$ cat src/inc/sfdpt_map.vh
`ifndef SFDPT_MAP_VH
`define SFDPT_MAP_VH

// ----------------------------------------
// Table geometry
// ----------------------------------------
`define SFDPT_TBL_LEN       22
`define SFDPT_SFDP_LEN      20
`define SFDPT_SFDP_SKEW     5'h02
`define SFDPT_SFDP_BASE     16'h1120
`define SFDPT_NEXT_PARAM    8'h52

// ----------------------------------------
// Wrapper header bytes
// ----------------------------------------
`define SFDPT_PARAM_ID      8'hA5
`define SFDPT_PARAM_LEN     8'h50

// ----------------------------------------
// Dword 1 fields
// ----------------------------------------
`define SFDPT_D1_UNUSED3    3'h7
`define SFDPT_D1_SRWR       2'h0
`define SFDPT_D1_BUF64      1'h1
`define SFDPT_D1_ERASE4K    2'h3
`define SFDPT_D1_OP4K       8'hFF
`define SFDPT_D1_RDCAP      4'hF
`define SFDPT_D1_ADDR34     2'h1
`define SFDPT_D1_DUALOUT    1'h1
`define SFDPT_D1_TOP        8'hFF

// ----------------------------------------
// Density, dword 2, least significant first
// ----------------------------------------
`define SFDPT_DENSITY       32'h1FFFFFFF

// ----------------------------------------
// Dwords 3 and 4: mode cycles, dummy cycles, opcode
// ----------------------------------------
`define SFDPT_QIO_MODE      3'h2
`define SFDPT_QIO_DUMMY     5'h04
`define SFDPT_QIO_OP        8'hEB
`define SFDPT_QO_MODE       3'h0
`define SFDPT_QO_DUMMY      5'h08
`define SFDPT_QO_OP         8'h6B
`define SFDPT_DO_MODE       3'h0
`define SFDPT_DO_DUMMY      5'h08
`define SFDPT_DO_OP         8'h3B
`define SFDPT_DIO_MODE_ENH  3'h4
`define SFDPT_DIO_DUMMY_ENH 5'h00
`define SFDPT_DIO_MODE_STD  3'h0
`define SFDPT_DIO_DUMMY_STD 5'h04
`define SFDPT_DIO_OP        8'hBB

// ----------------------------------------
// Dword 5
// ----------------------------------------
`define SFDPT_D5_RSV_HI     3'h7
`define SFDPT_D5_QUADALL    1'h0
`define SFDPT_D5_RSV_LO     3'h7
`define SFDPT_D5_DUALALL    1'h0
`define SFDPT_RSV_BYTE      8'hFF

// ----------------------------------------
// Bus word indices (byte address is four times)
// ----------------------------------------
`define SFDPT_IDX_CTRL      6'h20
`define SFDPT_IDX_STATUS    6'h21
`define SFDPT_IDX_RDCNT     6'h22
`define SFDPT_IDX_WRCNT     6'h23
`define SFDPT_IDX_NEXT      6'h24
`define SFDPT_IDX_DW_BASE   6'h28
`define SFDPT_DW_COUNT      5

// ----------------------------------------
// Field positions
// ----------------------------------------
`define SFDPT_CTRL_DDR      0
`define SFDPT_CTRL_ENH      1
`define SFDPT_ST_REFUSED    2

`endif
$ cat src/core/sfdpt_param_table.v
`timescale 1ns/1ps
`include "sfdpt_map.vh"

// Behaviour
// - Offset 00h returns identifier A5h
// - Offset 01h returns length 50h
// - First SFDP byte at 1120h reads E7h
// - 4 KB erase unavailable: 11b, opcode FFh
// - Dword1 byte2 F3h, or F7h with DDR
// - Three-or-four byte address, dual/quad reads flagged
// - Density 1FFFFFFFh, least significant byte first
// - Quad I/O read encodes 44h then EBh
// - Quad output read encodes 08h then 6Bh
// - Dual output read encodes 08h then 3Bh
// - Dual I/O BBh: 80h enhanced, 04h standard
// - Dword5 byte0 EEh: no all-quad, no all-dual
// - Reserved bytes and unused serial addresses read FFh; unmapped bus words read 0
module sfdpt_param_table #(
	parameter DDR_VARIANT = 1'b0,
	parameter ENH_LATENCY = 1'b0,
	parameter CNT_W       = 16
) (
	// Clock and reset
	input  wire        clk,
	input  wire        rst,
	// Avalon-MM slave, word addressed
	input  wire [5:0]  avs_address,
	input  wire        avs_read,
	input  wire        avs_write,
	input  wire [31:0] avs_writedata,
	input  wire [3:0]  avs_byteenable,
	output reg  [31:0] avs_readdata,
	output reg         avs_waitrequest,
	// Parameter byte read path from the serial engine
	input  wire        cfi_rd,
	input  wire        cfi_sfdp_space,
	input  wire [15:0] cfi_addr,
	output reg  [7:0]  cfi_data,
	output reg         cfi_valid
);

	// ----------------------------------------
	// Declarations
	// ----------------------------------------
	reg              ddr_q;
	reg              enh_q;
	reg              refused_q;
	reg  [7:0]       last_off_q;
	reg  [31:0]      rd_mux;
	reg  [7:0]       cfi_byte;
	reg              cfi_hit;
	reg  [4:0]       cfi_off;

	wire [175:0]     table_flat;
	wire [7:0]       tbl_byte [0:`SFDPT_TBL_LEN-1];
	wire [31:0]      dw_word [0:`SFDPT_DW_COUNT-1];
	wire [CNT_W-1:0] rd_cnt;
	wire [CNT_W-1:0] wr_cnt;

	wire             req;
	wire             fire;
	wire             wr_fire;
	wire             rd_fire;
	wire             tbl_sel;
	wire             dw_sel;
	wire [5:0]       dw_rel;
	wire [15:0]      sfdp_rel;
	wire             refuse_ev;
	wire             tbl_rd_ev;
	wire             st_clr;
	wire             wrcnt_clr;

	// ----------------------------------------
	// Constant table and its views
	// ----------------------------------------
	sfdpt_rom u_rom (
		.ddr_sel    (ddr_q),
		.enh_sel    (enh_q),
		.table_flat (table_flat)
	);

	genvar gi;
	generate
		for (gi = 0; gi < `SFDPT_TBL_LEN; gi = gi + 1) begin : g_byte
			assign tbl_byte[gi] = table_flat[gi*8 +: 8];
		end
		// SFDP dwords start two bytes into the wrapper
		for (gi = 0; gi < `SFDPT_DW_COUNT; gi = gi + 1) begin : g_dword
			assign dw_word[gi] = table_flat[16 + gi*32 +: 32];
		end
	endgenerate

	// ----------------------------------------
	// Bus handshake
	// ----------------------------------------
	assign req     = avs_read | avs_write;
	assign fire    = req & ~avs_waitrequest;
	assign wr_fire = avs_write & ~avs_waitrequest;
	assign rd_fire = avs_read & ~avs_waitrequest;
	assign tbl_sel = (avs_address < `SFDPT_TBL_LEN);
	assign dw_rel  = avs_address - `SFDPT_IDX_DW_BASE;
	assign dw_sel  = (avs_address >= `SFDPT_IDX_DW_BASE) && (dw_rel < `SFDPT_DW_COUNT);

	// One wait cycle: data is prepared while waitrequest is high,
	// so the word stands at the edge where the master sees it low
	always @(posedge clk) begin
		if (rst) begin
			avs_waitrequest <= 1'b1;
			avs_readdata    <= 32'h00000000;
		end else if (req && avs_waitrequest) begin
			avs_waitrequest <= 1'b0;
			if (avs_read)
				avs_readdata <= rd_mux;
		end else begin
			avs_waitrequest <= 1'b1;
		end
	end

	// ----------------------------------------
	// Read decode
	// ----------------------------------------
	always @* begin
		rd_mux = 32'h00000000;
		if (tbl_sel) begin
			rd_mux = {24'h000000, tbl_byte[avs_address[4:0]]};
		end else if (dw_sel) begin
			rd_mux = dw_word[dw_rel[2:0]];
		end else begin
			case (avs_address)
				`SFDPT_IDX_CTRL: begin
					rd_mux[`SFDPT_CTRL_DDR] = ddr_q;
					rd_mux[`SFDPT_CTRL_ENH] = enh_q;
				end
				`SFDPT_IDX_STATUS: begin
					rd_mux[`SFDPT_CTRL_DDR]   = ddr_q;
					rd_mux[`SFDPT_CTRL_ENH]   = enh_q;
					rd_mux[`SFDPT_ST_REFUSED] = refused_q;
					rd_mux[15:8]              = last_off_q;
				end
				`SFDPT_IDX_RDCNT:  rd_mux[CNT_W-1:0] = rd_cnt;
				`SFDPT_IDX_WRCNT:  rd_mux[CNT_W-1:0] = wr_cnt;
				`SFDPT_IDX_NEXT:   rd_mux[7:0]       = `SFDPT_NEXT_PARAM;
				default:           rd_mux            = 32'h00000000;
			endcase
		end
	end

	// ----------------------------------------
	// Variant control and status
	// ----------------------------------------
	// Table bytes themselves are never stored, so a write there is only counted and flagged in the refused bit
	assign refuse_ev = wr_fire & tbl_sel;
	assign tbl_rd_ev = rd_fire & tbl_sel;
	assign st_clr    = wr_fire && (avs_address == `SFDPT_IDX_STATUS) && avs_byteenable[0]
	                   && avs_writedata[`SFDPT_ST_REFUSED];
	assign wrcnt_clr = wr_fire && (avs_address == `SFDPT_IDX_WRCNT);

	always @(posedge clk) begin
		if (rst) begin
			ddr_q     <= DDR_VARIANT;
			enh_q     <= ENH_LATENCY;
			refused_q <= 1'b0;
		end else begin
			if (wr_fire && (avs_address == `SFDPT_IDX_CTRL) && avs_byteenable[0]) begin
				ddr_q <= avs_writedata[`SFDPT_CTRL_DDR];
				enh_q <= avs_writedata[`SFDPT_CTRL_ENH];
			end
			// Set beats a clear in the same cycle
			if (refuse_ev)
				refused_q <= 1'b1;
			else if (st_clr)
				refused_q <= 1'b0;
		end
	end

	sfdpt_sat_cnt #(
		.WIDTH (CNT_W)
	) u_rd_cnt (
		.clk   (clk),
		.rst   (rst),
		.clr   (1'b0),
		.inc   ({1'b0, tbl_rd_ev} + {1'b0, cfi_rd}),
		.cnt_q (rd_cnt)
	);

	sfdpt_sat_cnt #(
		.WIDTH (CNT_W)
	) u_wr_cnt (
		.clk   (clk),
		.rst   (rst),
		.clr   (wrcnt_clr),
		.inc   ({1'b0, refuse_ev}),
		.cnt_q (wr_cnt)
	);

	// ----------------------------------------
	// Serial read path
	// ----------------------------------------
	assign sfdp_rel = cfi_addr - `SFDPT_SFDP_BASE;

	always @* begin
		cfi_hit = 1'b0;
		cfi_off = 5'h00;
		if (cfi_sfdp_space) begin
			if ((cfi_addr >= `SFDPT_SFDP_BASE) && (sfdp_rel < `SFDPT_SFDP_LEN)) begin
				cfi_hit = 1'b1;
				cfi_off = sfdp_rel[4:0] + `SFDPT_SFDP_SKEW;
			end
		end else if (cfi_addr < `SFDPT_TBL_LEN) begin
			cfi_hit = 1'b1;
			cfi_off = cfi_addr[4:0];
		end
		// Outside the table the bus floats high, as erased flash would
		cfi_byte = cfi_hit ? tbl_byte[cfi_off] : `SFDPT_RSV_BYTE;
	end

	always @(posedge clk) begin
		if (rst) begin
			cfi_data   <= 8'hFF;
			cfi_valid  <= 1'b0;
			last_off_q <= 8'h00;
		end else begin
			cfi_valid <= cfi_rd;
			if (cfi_rd) begin
				cfi_data   <= cfi_byte;
				last_off_q <= {3'h0, cfi_off};
			end
		end
	end

endmodule

$ cat src/core/sfdpt_rom.v
`timescale 1ns/1ps
`include "sfdpt_map.vh"

module sfdpt_rom (
	// Variant selects
	input  wire         ddr_sel,
	input  wire         enh_sel,
	// Whole table, byte 0 in the low bits
	output wire [175:0] table_flat
);

	wire [7:0] d1_b0;
	wire [7:0] d1_b2;
	wire [7:0] dio_b;
	wire [7:0] d5_b0;

	assign d1_b0 = {`SFDPT_D1_UNUSED3, `SFDPT_D1_SRWR, `SFDPT_D1_BUF64, `SFDPT_D1_ERASE4K};
	// DDR variant must read F7h, so its flag lands in bit 2 of this byte
	assign d1_b2 = {`SFDPT_D1_RDCAP, 1'b0, `SFDPT_D1_ADDR34, `SFDPT_D1_DUALOUT}
	               | {5'h00, ddr_sel, 2'h0};
	assign dio_b = enh_sel ? {`SFDPT_DIO_MODE_ENH, `SFDPT_DIO_DUMMY_ENH}
	                       : {`SFDPT_DIO_MODE_STD, `SFDPT_DIO_DUMMY_STD};
	assign d5_b0 = {`SFDPT_D5_RSV_HI, `SFDPT_D5_QUADALL, `SFDPT_D5_RSV_LO, `SFDPT_D5_DUALALL};

	// Pure wiring of constants: nothing here can be written
	assign table_flat = {
		{3{`SFDPT_RSV_BYTE}}, d5_b0,
		`SFDPT_DIO_OP, dio_b,
		`SFDPT_DO_OP, {`SFDPT_DO_MODE, `SFDPT_DO_DUMMY},
		`SFDPT_QO_OP, {`SFDPT_QO_MODE, `SFDPT_QO_DUMMY},
		`SFDPT_QIO_OP, {`SFDPT_QIO_MODE, `SFDPT_QIO_DUMMY},
		`SFDPT_DENSITY,
		`SFDPT_D1_TOP, d1_b2, `SFDPT_D1_OP4K, d1_b0,
		`SFDPT_PARAM_LEN, `SFDPT_PARAM_ID
	};

endmodule

$ cat src/core/sfdpt_sat_cnt.v
`timescale 1ns/1ps

module sfdpt_sat_cnt #(
	parameter WIDTH = 16
) (
	// Clock and reset
	input  wire             clk,
	input  wire             rst,
	// Control
	input  wire             clr,
	input  wire [1:0]       inc,
	// Count
	output reg  [WIDTH-1:0] cnt_q
);

	wire [WIDTH:0] sum;

	assign sum = {1'b0, cnt_q} + {{(WIDTH-1){1'b0}}, inc};

	// A clear with an increment in the same cycle restarts the count at inc unless the sum overflows; saturates at all ones
	always @(posedge clk) begin
		if (rst) begin
			cnt_q <= {WIDTH{1'b0}};
		end else if (inc != 2'h0) begin
			if (sum[WIDTH])
				cnt_q <= {WIDTH{1'b1}};
			else if (clr)
				cnt_q <= {{(WIDTH-2){1'b0}}, inc};
			else
				cnt_q <= sum[WIDTH-1:0];
		end else if (clr) begin
			cnt_q <= {WIDTH{1'b0}};
		end
	end

endmodule

$ cat config.mk
export PLATFORM = sky130hd
export DESIGN_NAME = sfdpt_param_table
export DESIGN_NICKNAME = d
export VERILOG_FILES = /design/src/core/sfdpt_param_table.v /design/src/core/sfdpt_rom.v /design/src/core/sfdpt_sat_cnt.v
export VERILOG_INCLUDE_DIRS = /design/src /design/src/inc
export SDC_FILE = /design/constraint.sdc
export NUM_CORES = 1
export LEC_CHECK = 0
export ABC_AREA = 1
export BUFFER_PORTS_ARGS = -buffer_cell sky130_fd_sc_hd__buf_2
export CAP_MARGIN = 20
export CORE_MARGIN = 2
export CORE_UTILIZATION = 35
export DETAILED_ROUTE_END_ITERATION = 16
export PLACE_DENSITY = 0.59
export SYNTH_ARGS = -nofsm -noshare
export SYNTH_HDL_FRONTEND = slang
export SYNTH_SLANG_ARGS = --single-unit
$ cat constraint.sdc
create_clock -name clk -period 3.1 [get_ports clk]
set_clock_uncertainty 0.2 [all_clocks]
set_input_delay 0.31 -clock clk [delete_from_list [all_inputs] [get_ports clk]]
set_output_delay 0.31 -clock clk [all_outputs]
set_load 0.01 [all_outputs]
### After elaboration in Yosys (flattened, before gate mapping)

Cells that the tools add are included.

* bitwise operators: 9
* $lt $le $gt $ge: 9
* reduce and logical (&&, ||, !) cells: 14
* $add $sub $neg: 6
* multiplexer cells: 31
* equality and inequality tests: 5

Operators by type and width (count)
* two-way mux 32 bit: 4
* binary-select mux 32 bit (select 3 bit): 1
* binary-select mux 8 bit (select 5 bit): 2
* two-way mux 16 bit: 5
* two-way mux 8 bit: 6
* < comparator 16 x 5 -> 1 bit (second input constant): 2
* equality test 6 bit (second input constant): 5
* case mux 8 bit (3 select lines): 1
* >= comparator 6 bit (second input constant): 3
* adder 16 x 1 -> 17 bit: 1
* adder 16 x 2 -> 17 bit: 1
* >= comparator 16 x 13 -> 1 bit (second input constant): 1
* subtractor 16 x 13 -> 16 bit (second input constant): 1
* two-way mux 5 bit: 3
* case mux 5 bit (3 select lines): 1
* inverter 5 -> 6 bit: 2
* logical AND 1 bit: 9
* case mux 2 bit (4 select lines): 1
* < comparator 6 x 3 -> 1 bit (second input constant): 1
* < comparator 6 x 5 -> 1 bit (second input constant): 1
* two-way mux 1 bit: 6
* nonzero test 2 bit: 3
* subtractor 6 bit (second input constant): 1
* adder 5 x 2 -> 5 bit (second input constant): 1
* other kinds (9): 12

* input bits: 64
* output and inout bits: 42
* register bits after elaboration: 82
* word-level logic and storage cells: 84

### Depth between registers and ports, before layout

Gate-level depths: netlist of the first run.

* word-level depth: 10
* depth in mapped cells: 21
* depth with buffers taken out: 21

### Hierarchy

A second synthesis of the first run with hierarchy kept.

* cells, all modules: 1919
* area total of the unflattened synthesis: 10951.8 µm²

Modules (own cells, without submodules)
* sfdpt_param_table: area an instance 7274.5 µm², cells each 1361, times used 1, sequential area each 1001.0 µm²
* sfdpt_sat_cnt: area an instance 1176.1 µm², cells each 190, times used 2, sequential area each 320.3 µm²
* sfdpt_rom: area an instance 1325.0 µm², cells each 178, times used 1, sequential area each 0.0 µm²

### Worst setup path before layout of the first run

Ideal clock, no wire load.

* path type: input-to-reg
* from: input port avs_address[2]
* to: register u_rd_cnt.cnt_q[11]
* cell stages on the path: 19
* setup time: 0.056 ns
* buffers on the path: 1
* slack: -0.208 ns
* data required time: 2.844 ns
* arrival time: 3.052 ns
* cell sequence: clkbuf_2 nand2_1 nand2_1 a21oi_2 inv_2 nor3_1 inv_1 ha_1 ha_1 inv_1 fa_1 nor2_1 nand4_1 nor2_1 nand2_1 o21ai_0 a21oi_1 or2_2 inv_1

* word-level cells in the longest chain between the ends: 5
* elaborated cells on any way between the ends: 6
* classes of those cells: add/sub (2); order compare (1); mux (1); bitwise (1); reduce/logical (1)

RTL lines
* from (decl): RTL line sfdpt_param_table.v:27 `input wire [5:0] avs_address,`
* < comparator 6 x 5 -> 1 bit (no source line) (*)
* bitwise AND 1 bit (*): RTL line sfdpt_param_table.v:153 `assign tbl_rd_ev = rd_fire & tbl_sel;`
* adder 1 x 1 -> 2 bit (*): RTL line sfdpt_param_table.v:182 `.inc ({1'b0, tbl_rd_ev} + {1'b0, cfi_rd}),`
* adder 16 x 2 -> 17 bit: RTL line sfdpt_sat_cnt.v:18 `assign sum = {1'b0, cnt_q} + {{(WIDTH-1){1'b0}}, inc};`
* two-way mux 16 bit: RTL line sfdpt_sat_cnt.v:25 `if (sum[WIDTH])`
* to (signal assigned): RTL line sfdpt_sat_cnt.v:23 `cnt_q <= {WIDTH{1'b0}};`
* to (signal assigned): RTL line sfdpt_sat_cnt.v:26 `cnt_q <= {WIDTH{1'b1}};`
* to (signal assigned): RTL line sfdpt_sat_cnt.v:28 `cnt_q <= {{(WIDTH-2){1'b0}}, inc};`
* to (decl): RTL line sfdpt_sat_cnt.v:13 `output reg [WIDTH-1:0] cnt_q`

Every way passes the cells marked *; elsewhere a longest branch is shown, timed or not.
A chain may end at the register's enable or synchronous reset.

### Final worst setup path of the first run

* from: input port cfi_rd
* to: register u_rd_cnt.cnt_q[15]

* word-level cells in the longest chain between the ends: 3
* elaborated cells on any way between the ends: 4
* classes of those cells: add/sub (2); mux (1); reduce/logical (1)

RTL lines
* from (decl): RTL line sfdpt_param_table.v:35 `input wire cfi_rd,`
* adder 1 x 1 -> 2 bit (*): RTL line sfdpt_param_table.v:182
* adder 16 x 2 -> 17 bit: RTL line sfdpt_sat_cnt.v:18
* two-way mux 16 bit: RTL line sfdpt_sat_cnt.v:25

Marks and branches as above.

==> results.py, run 1 <==
metrics = {
    "timing": {
        "setup_violations": 0,
        "fin_crit_ns": 2.85,
        "fin_crit_sh_pct": 92.1,
        "grt_setup_unrepaired": "no",
        "slew_headroom_pct": 55.5,
        "tns_ns": 0,
        "drv_slew": 0,
        "setup_slack_ns": 0.246,
        "tightest_slew_ns": 0.668,
        "fmax_ghz": 0.350,
        "hold_slack_ns": 0.0862,
        "hold_viol_final": 0,
    },
    "pwr": {
        "cellPowerDensity_mw_per_mm2": 413,
        "switching_share_pct": 25.4,
        "leakage_nw": 2.71,
        "pwr-share-seq_pct": 39.2,
        "fin_total_pwr_mw": 2.55,
        "p_clk_share_pct": 49.2,
        "internal-power_mw": 1.90,
        "p_comb_share_pct": 11.6,
        "ir_drop_mv": 0.255,
        "switchingPower_uw": 647,
    },
    "floorplanning": {
        "die_area_mm2": 0.0155,
        "die_w_um": 125,
        "pin_count": 106,
        "initial_core_util_pct": 35.5,
        "row_count": 44,
        "die_y_um": 125,
        "coreArea_mm2": 0.0144,
    },
    "synth": {
        "syn-cell-area_mm2": 0.00509,
        "synthArstFlopShare_pct": 0,
        "synth_top_family_by_area": "simple AND/OR/NAND/NOR gates",
        "yosys.area_share.adder_pct": 5.80,
        "synth_edf_count": 0,
        "seq_area_frac_synth_pct": 29.5,
        "synth_flop_cell": "dfxtp_1",
        "ys_types": 50,
        "yosys-mux-area-fraction_pct": 0,
        "synth_nets": 853,
        "syn_inst": 766,
        "yosys.area_share.simple_pct": 32.3,
        "synthXorXnorAreaFrac_pct": 1.89,
        "synth.avg_cell_area_um2": 6.65,
        "yosys_warnings": 0,
        "ys_seq_elements": 75,
        "synth-compound-area-share_pct": 20.4,
    },
    "worst_setup_path": {
        "worst-setup-path-type": "input pin to register",
        "cp_max_fo": 5,
        "start_kind": "input pin",
        "critPathCaptureType": "register",
        "arrival_ns": 2.92,
        "crit_required_ns": 3.17,
    },
    "clock_network": {
        "cts_tree": "yes",
        "clkTransAtPathRegs_ns": 0.06,
        "cts.sinks": 75,
        "clock_path_buffers": 2,
        "h-tree-depth": 3,
        "cts_root_buf": "clkbuf_16",
        "numCtsBuffers": 9,
        "clk_latency_ns": 0.35,
    },
    "detailed_routing": {
        "drc": 0,
        "routed_wl_um": 14400,
        "ant_nets": 0,
        "vias": 5237,
        "post_drt_via_cell_ratio": 5.04,
        "first_pass_iters": 5,
        "drtIter0Drc": 331,
        "wl_per_cell_um": 13.8,
    },
    "placed_design": {
        "dp_slack_ns": -0.154,
        "dp_hpwl_um": 10900,
        "port-buffer-count": 73,
        "placed_cells": 1020,
        "gp_congestion": 0.927,
        "dpl-instance-area_mm2": 0.00579,
    },
    "job": {
        "cap_violations": 0,
    },
    "cells_and_area": {
        "layout.nets": 937,
        "stdcell_count": 1039,
        "area_delta_synth_final_pct": 21.2,
        "stdcell_area_mm2": 0.00617,
        "nFillCells": 1555,
        "register_area_mm2": 0.00150,
        "drive_gt1_share_pct": 21.8,
        "postLayoutCoreUtil_pct": 43.0,
        "antennaDiodeCount": 0,
        "final_common_cell": "nand2_1",
        "multi_input_area_mm2": 0.00313,
        "layout_common_cells": "nand2_1, inv_1, a21oi_1",
    },
    "hold_path": {
        "holdCritPathClass": "input pin to register",
    },
    "grt": {
        "grt-ovfl-total": 0,
        "antenna_found_initial": 0,
        "grt_use_total_pct": 18.7,
        "grt_max_degree": 62,
        "grt_pass1_vias": 4760,
        "grt_pass1_wl_um": 23600,
    },
    "outcome": {
        "status": "finished clean",
    },
}
## flip-flops by register name, summed over array words and instances (netlist names)
register         cells
last_off_q           5
refused_q            1
enh_q                1
ddr_q                1
avs_readdata        25
u_rd_cnt.cnt_q      16
avs_waitrequest      1
cfi_data             8
u_wr_cnt.cnt_q      16
cfi_valid            1
## critical path, stage by stage
cell           delay (ns)
dlygate4sd3_1        0.51
buf_2                0.14
inv_1                0.06
ha_1                 0.28
ha_2                 0.19
inv_2                0.04
fa_2                 0.38
nor2_4               0.11
nand3_1              0.08
nor3_1               0.18
nand3_1              0.17
nor2_2               0.15
nand2_1              0.12
a31oi_1              0.19
## cells in the mapped netlist (all sizes together) (2+ instances only)
library cell | n | area share [%]
clkbuf | 15 | 1.1
o22ai | 4 | 0.49
ha | 22 | 5.4
xor2 | 10 | 1.7
dfxtp | 75 | 29
a31oi | 10 | 1.2
a221oi | 5 | 0.86
o31ai | 4 | 0.59
nor4 | 5 | 1.2
a21oi | 78 | 7.7
nand2 | 192 | 15
o2111ai | 2 | 0.34
inv | 96 | 7.1
nor2 | 78 | 6.5
buf | 16 | 2.0
nand3 | 35 | 3.7
o221ai | 3 | 0.52
or2 | 7 | 0.86
o21ai | 61 | 6.1
o21bai | 2 | 0.29
o211ai | 6 | 0.88
nor3 | 17 | 2.5
nand4 | 13 | 2.1
## logic make-up (layout without fill, tap and decap cells)
| group | Yosys count | in the layout |
|---|---|---|
| AOI/OAI and AO/OA | 182 | 182 |
| xor gates and xnor gates | 11 | 11 |
| adders and majority gates | 23 | 23 |
| buffers and inverters | 127 | 216 |
| DFF | 75 | 75 |
| and+or+nand+nor | 348 | 348 |
## timing repair
item                                    in CTS  in global routing
gates resized for setup                      0                  2
hold buffers                                 3                  0
endpoints found under the setup margin       0                  3
endpoints found under the hold margin        3                  0
buffers inserted                             0                  0
## metal layers
| metal | track usage (%) | up-vias | share of wire, % |
|---|---|---|---|
| met2 | 28.8 | 122 | 44 |
| met5 | 0 | - | 0 |
| met4 | 6.35 | 0 | 1.8 |
| li1 | - | 2716 | - |
| met3 | 3.61 | 24 | 4.5 |
| met1 | 26.1 | 2375 | 50 |
## path summary, 6_finish.rpt
| kind | start | endpoint | slack, ns | depth (start not counted) |
|---|---|---|---|---|
| max | cfi_rd | u_rd_cnt.cnt_q[15] | 0.25 | 14 |
| min reg2reg | avs_readdata[11] | avs_readdata[11] | 0.26 | 2 |
| min | cfi_addr[0] | last_off_q[0] | 0.09 | 3 |
| max reg2reg | avs_waitrequest | u_rd_cnt.cnt_q[15] | 0.30 | 13 |
## power by group through the flow
stage	combinational [mW]	sequential, mW	clock, mW
floorplan	0.181	1.02	0
global placement	0.289	1.02	0
detailed placement	0.290	1.02	0
CTS	0.294	0.998	1.27
global route	0.330	1.00	1.32
finish	0.295	0.998	1.25
## area by class of cell
cell class,count,share of cell area [%]
Timing Repair Buffer,104,9.81
Tap cell,184,3.73
Sequential cell,75,24.3
Clock buffer,10,3.87
Clock inverter,6,1.80
Multi-Input combinational cell,564,50.6
Inverter,96,5.84
(Power assumes the default switching activity.)
==> inputs of run 2 (changes only) <==
Settings changed: PLACE_DENSITY 0.59 to not set, PLACE_DENSITY_LB_ADDON set to 0.08.
==> run 2 against run 1 <==
  * Cell count rose by 0.29%
  * Die area unchanged
  * Clock power shrank 19%
  * Design area fell by 0.45%
  * Largest power group unchanged
  * Utilization decreased by 0.19 points
  * Clock-buffer cell count unchanged
  * Critical path type is now register to register
  * Largest cell class unchanged
  * Sequential cell count stayed put
  * Fmax decreased by 2.3%
  * Wire length increased by 9.2%
  * Combinational power is 2% higher
  * Register-to-register slack lost 0.12 ns
==> results.py, run 2 (synthesis results as in run 1) <==
metrics = {
    "placed_design": {
        "placed_cells": 1024,
        "port-buffer-count": 73,
        "dp_hpwl_um": 12000,
        "dp_slack_ns": -0.180,
        "gp_congestion": 0.861,
    },
    "detailed_routing": {
        "post_drt_via_cell_ratio": 5.10,
        "ant_nets": 0,
        "drtIter0Drc": 412,
        "drc": 0,
        "wl_per_cell_um": 15.1,
        "first_pass_iters": 5,
        "routed_wl_um": 15700,
        "vias": 5310,
    },
    "cells_and_area": {
        "top_register": "avs_readdata",
        "stdcell_count": 1042,
        "final_common_cell": "nand2_1",
        "antennaDiodeCount": 0,
        "largest_reg_flops": 25,
        "layout.nets": 940,
        "drive_gt1_share_pct": 23.1,
        "postLayoutCoreUtil_pct": 42.8,
        "multi_input_area_mm2": 0.00315,
        "nFillCells": 1551,
        "layout_common_cells": "nand2_1, inv_1, a21oi_1",
        "reg.largest.list": "avs_readdata (25), u_rd_cnt.cnt_q (16), u_wr_cnt.cnt_q (16)",
        "area_delta_synth_final_pct": 20.6,
        "register_area_mm2": 0.00150,
    },
    "timing": {
        "tns_ns": 0,
        "drv_slew": 0,
        "grt_setup_unrepaired": "no",
        "hold_slack_ns": 0.0000451,
        "fin_crit_ns": 2.92,
        "fin_crit_sh_pct": 94.2,
        "tightest_slew_ns": 0.695,
        "hold_viol_final": 0,
        "setup_violations": 0,
        "slew_headroom_pct": 53.7,
        "fmax_ghz": 0.342,
        "setup_slack_ns": 0.180,
    },
    "pwr": {
        "internal-power_mw": 1.65,
        "switchingPower_uw": 652,
        "p_clk_share_pct": 43.6,
        "p_comb_share_pct": 13.1,
        "pwr-share-seq_pct": 43.3,
        "ir_drop_mv": 0.239,
        "switching_share_pct": 28.3,
        "cellPowerDensity_mw_per_mm2": 375,
        "leakage_nw": 2.69,
    },
    "clock_network": {
        "clock_path_buffers": 2,
        "clk_latency_ns": 0.35,
        "clkTransAtPathRegs_ns": 0.07,
        "numCtsBuffers": 9,
        "cts_tree": "yes",
        "h-tree-depth": 3,
        "cts_root_buf": "clkbuf_16",
        "cts.sinks": 75,
    },
    "worst_setup_path": {
        "cp_max_fo": 4,
        "reg2reg_from": "avs_waitrequest",
        "r2r_end": "u_wr_cnt.cnt_q[15]",
        "start_kind": "register",
        "critPathCaptureType": "register",
        "path_cells": "nor2_2 -> buf_4 -> inv_1 -> nor2_2 -> ha_2 -> ha_2 -> nand2_1 -> inv_1 -> nand2_2 -> nor2_4 -> nand2_2 -> nor4_4 -> nand4_1 -> nor3_1 -> nand3_1 -> nand2_1 -> nand2_1 -> a21oi_2",
        "path_buf_inv": 3,
        "reg2regPathDepth": 18,
        "critical_path.top_delay_family": "simple AND/OR/NAND/NOR gates",
        "regToRegSetupSlack_ns": 0.18,
        "crit_required_ns": 3.18,
        "crit_top_cell": "nand2_1",
        "arrival_ns": 3.00,
        "cpPeakStageDelay_ns": 0.35,
        "worst-setup-path-type": "register to register",
        "slowest_stage": "dfxtp_2",
    },
    "hold_path": {
        "hold-path-endpoint": "enh_q",
        "hold_depth": 3,
        "holdCritPathClass": "input pin to register",
        "hold_start": "avs_writedata[1]",
    },
    "grt": {
        "grt_pass1_wl_um": 25600,
        "grt_pass1_vias": 4987,
        "grt-ovfl-total": 0,
        "grt_use_total_pct": 20.3,
        "grt_max_degree": 62,
        "antenna_found_initial": 0,
    },
    "outcome": {
        "status": "finished clean",
    },
    "floorplanning": {
        "row_count": 44,
        "pin_count": 106,
        "die_area_mm2": 0.0155,
        "initial_core_util_pct": 35.5,
        "die_w_um": 125,
        "die_y_um": 125,
        "coreArea_mm2": 0.0144,
    },
    "job": {
        "cap_violations": 0,
    },
}
## run 2: layout make-up
type,count,area share [%]
tap,184,3.75
sequential,75,24.5
timing repair buffer,107,10.1
clock inverter,6,0.672
multi-input combinational,564,51.2
inverter,96,5.86
clock buffer,10,3.89
## run 2: timing repair
action / CTS / global route
endpoints found under the hold margin: 1 / 0
setup endpoints to repair: 0 / 10
setup buffers: 0 / 1
resized for setup: 0 / 10
hold buffers: 1 / 0
## run 2: worst register-to-register path: cells and delay by family (launching register included)
kind                     cells  cell delay [ns]
flip-flops                   1             0.35
adder cells (fa/ha/maj)      2             0.37
AO/OA/AOI/OAI                1             0.11
buffers and inverters        3             0.30
AND/OR/NAND/NOR             12             1.54
## run 2: worst max-delay path by stage
stage                               start                 end  slack (ns)  cells after the start
after floorplan            avs_address[2]  u_rd_cnt.cnt_q[11]       0.006                     19
after global placement     avs_address[2]  u_rd_cnt.cnt_q[15]       -0.13                     18
after detailed placement   avs_address[2]  u_rd_cnt.cnt_q[15]       -0.18                     18
after CTS                  avs_address[2]  u_rd_cnt.cnt_q[15]        0.16                     18
after global routing       avs_address[2]  u_rd_cnt.cnt_q[14]      0.0005                     17
final                     avs_waitrequest  u_wr_cnt.cnt_q[15]        0.18                     18
## run 2: routing by layer
metal	wire length, µm	track usage, %	vias to the layer above	share of wire (%)
li1	-	-	2714	-
met1	7510	28.0	2440	48
met2	7120	31.9	137	45
met3	728	2.96	19	4.6
met4	336	7.93	0	2.1
met5	0	0	-	0
## run 2: stage by stage
| step | total power, mW | area, µm² |
|---|---|---|
| after floorplan | 1.20 | 5160 |
| after CTS | 2.33 | 6110 |
| after detailed placement | 1.32 | 5820 |
| after global routing | 2.42 | 6150 |
| final | 2.31 | 6150 |
| after global placement | 1.32 | 5820 |
## run 2: power groups by stage
stage | logic, mW | registers, mW | clock network [mW]
6_report | 0.302 | 0.998 | 1.01
5_1_grt | 0.338 | 1.00 | 1.08
4_1_cts | 0.303 | 0.998 | 1.03
3_5_place_dp | 0.300 | 1.02 | 0
3_3_place_gp | 0.299 | 1.02 | 0
2_1_floorplan | 0.181 | 1.02 | 0
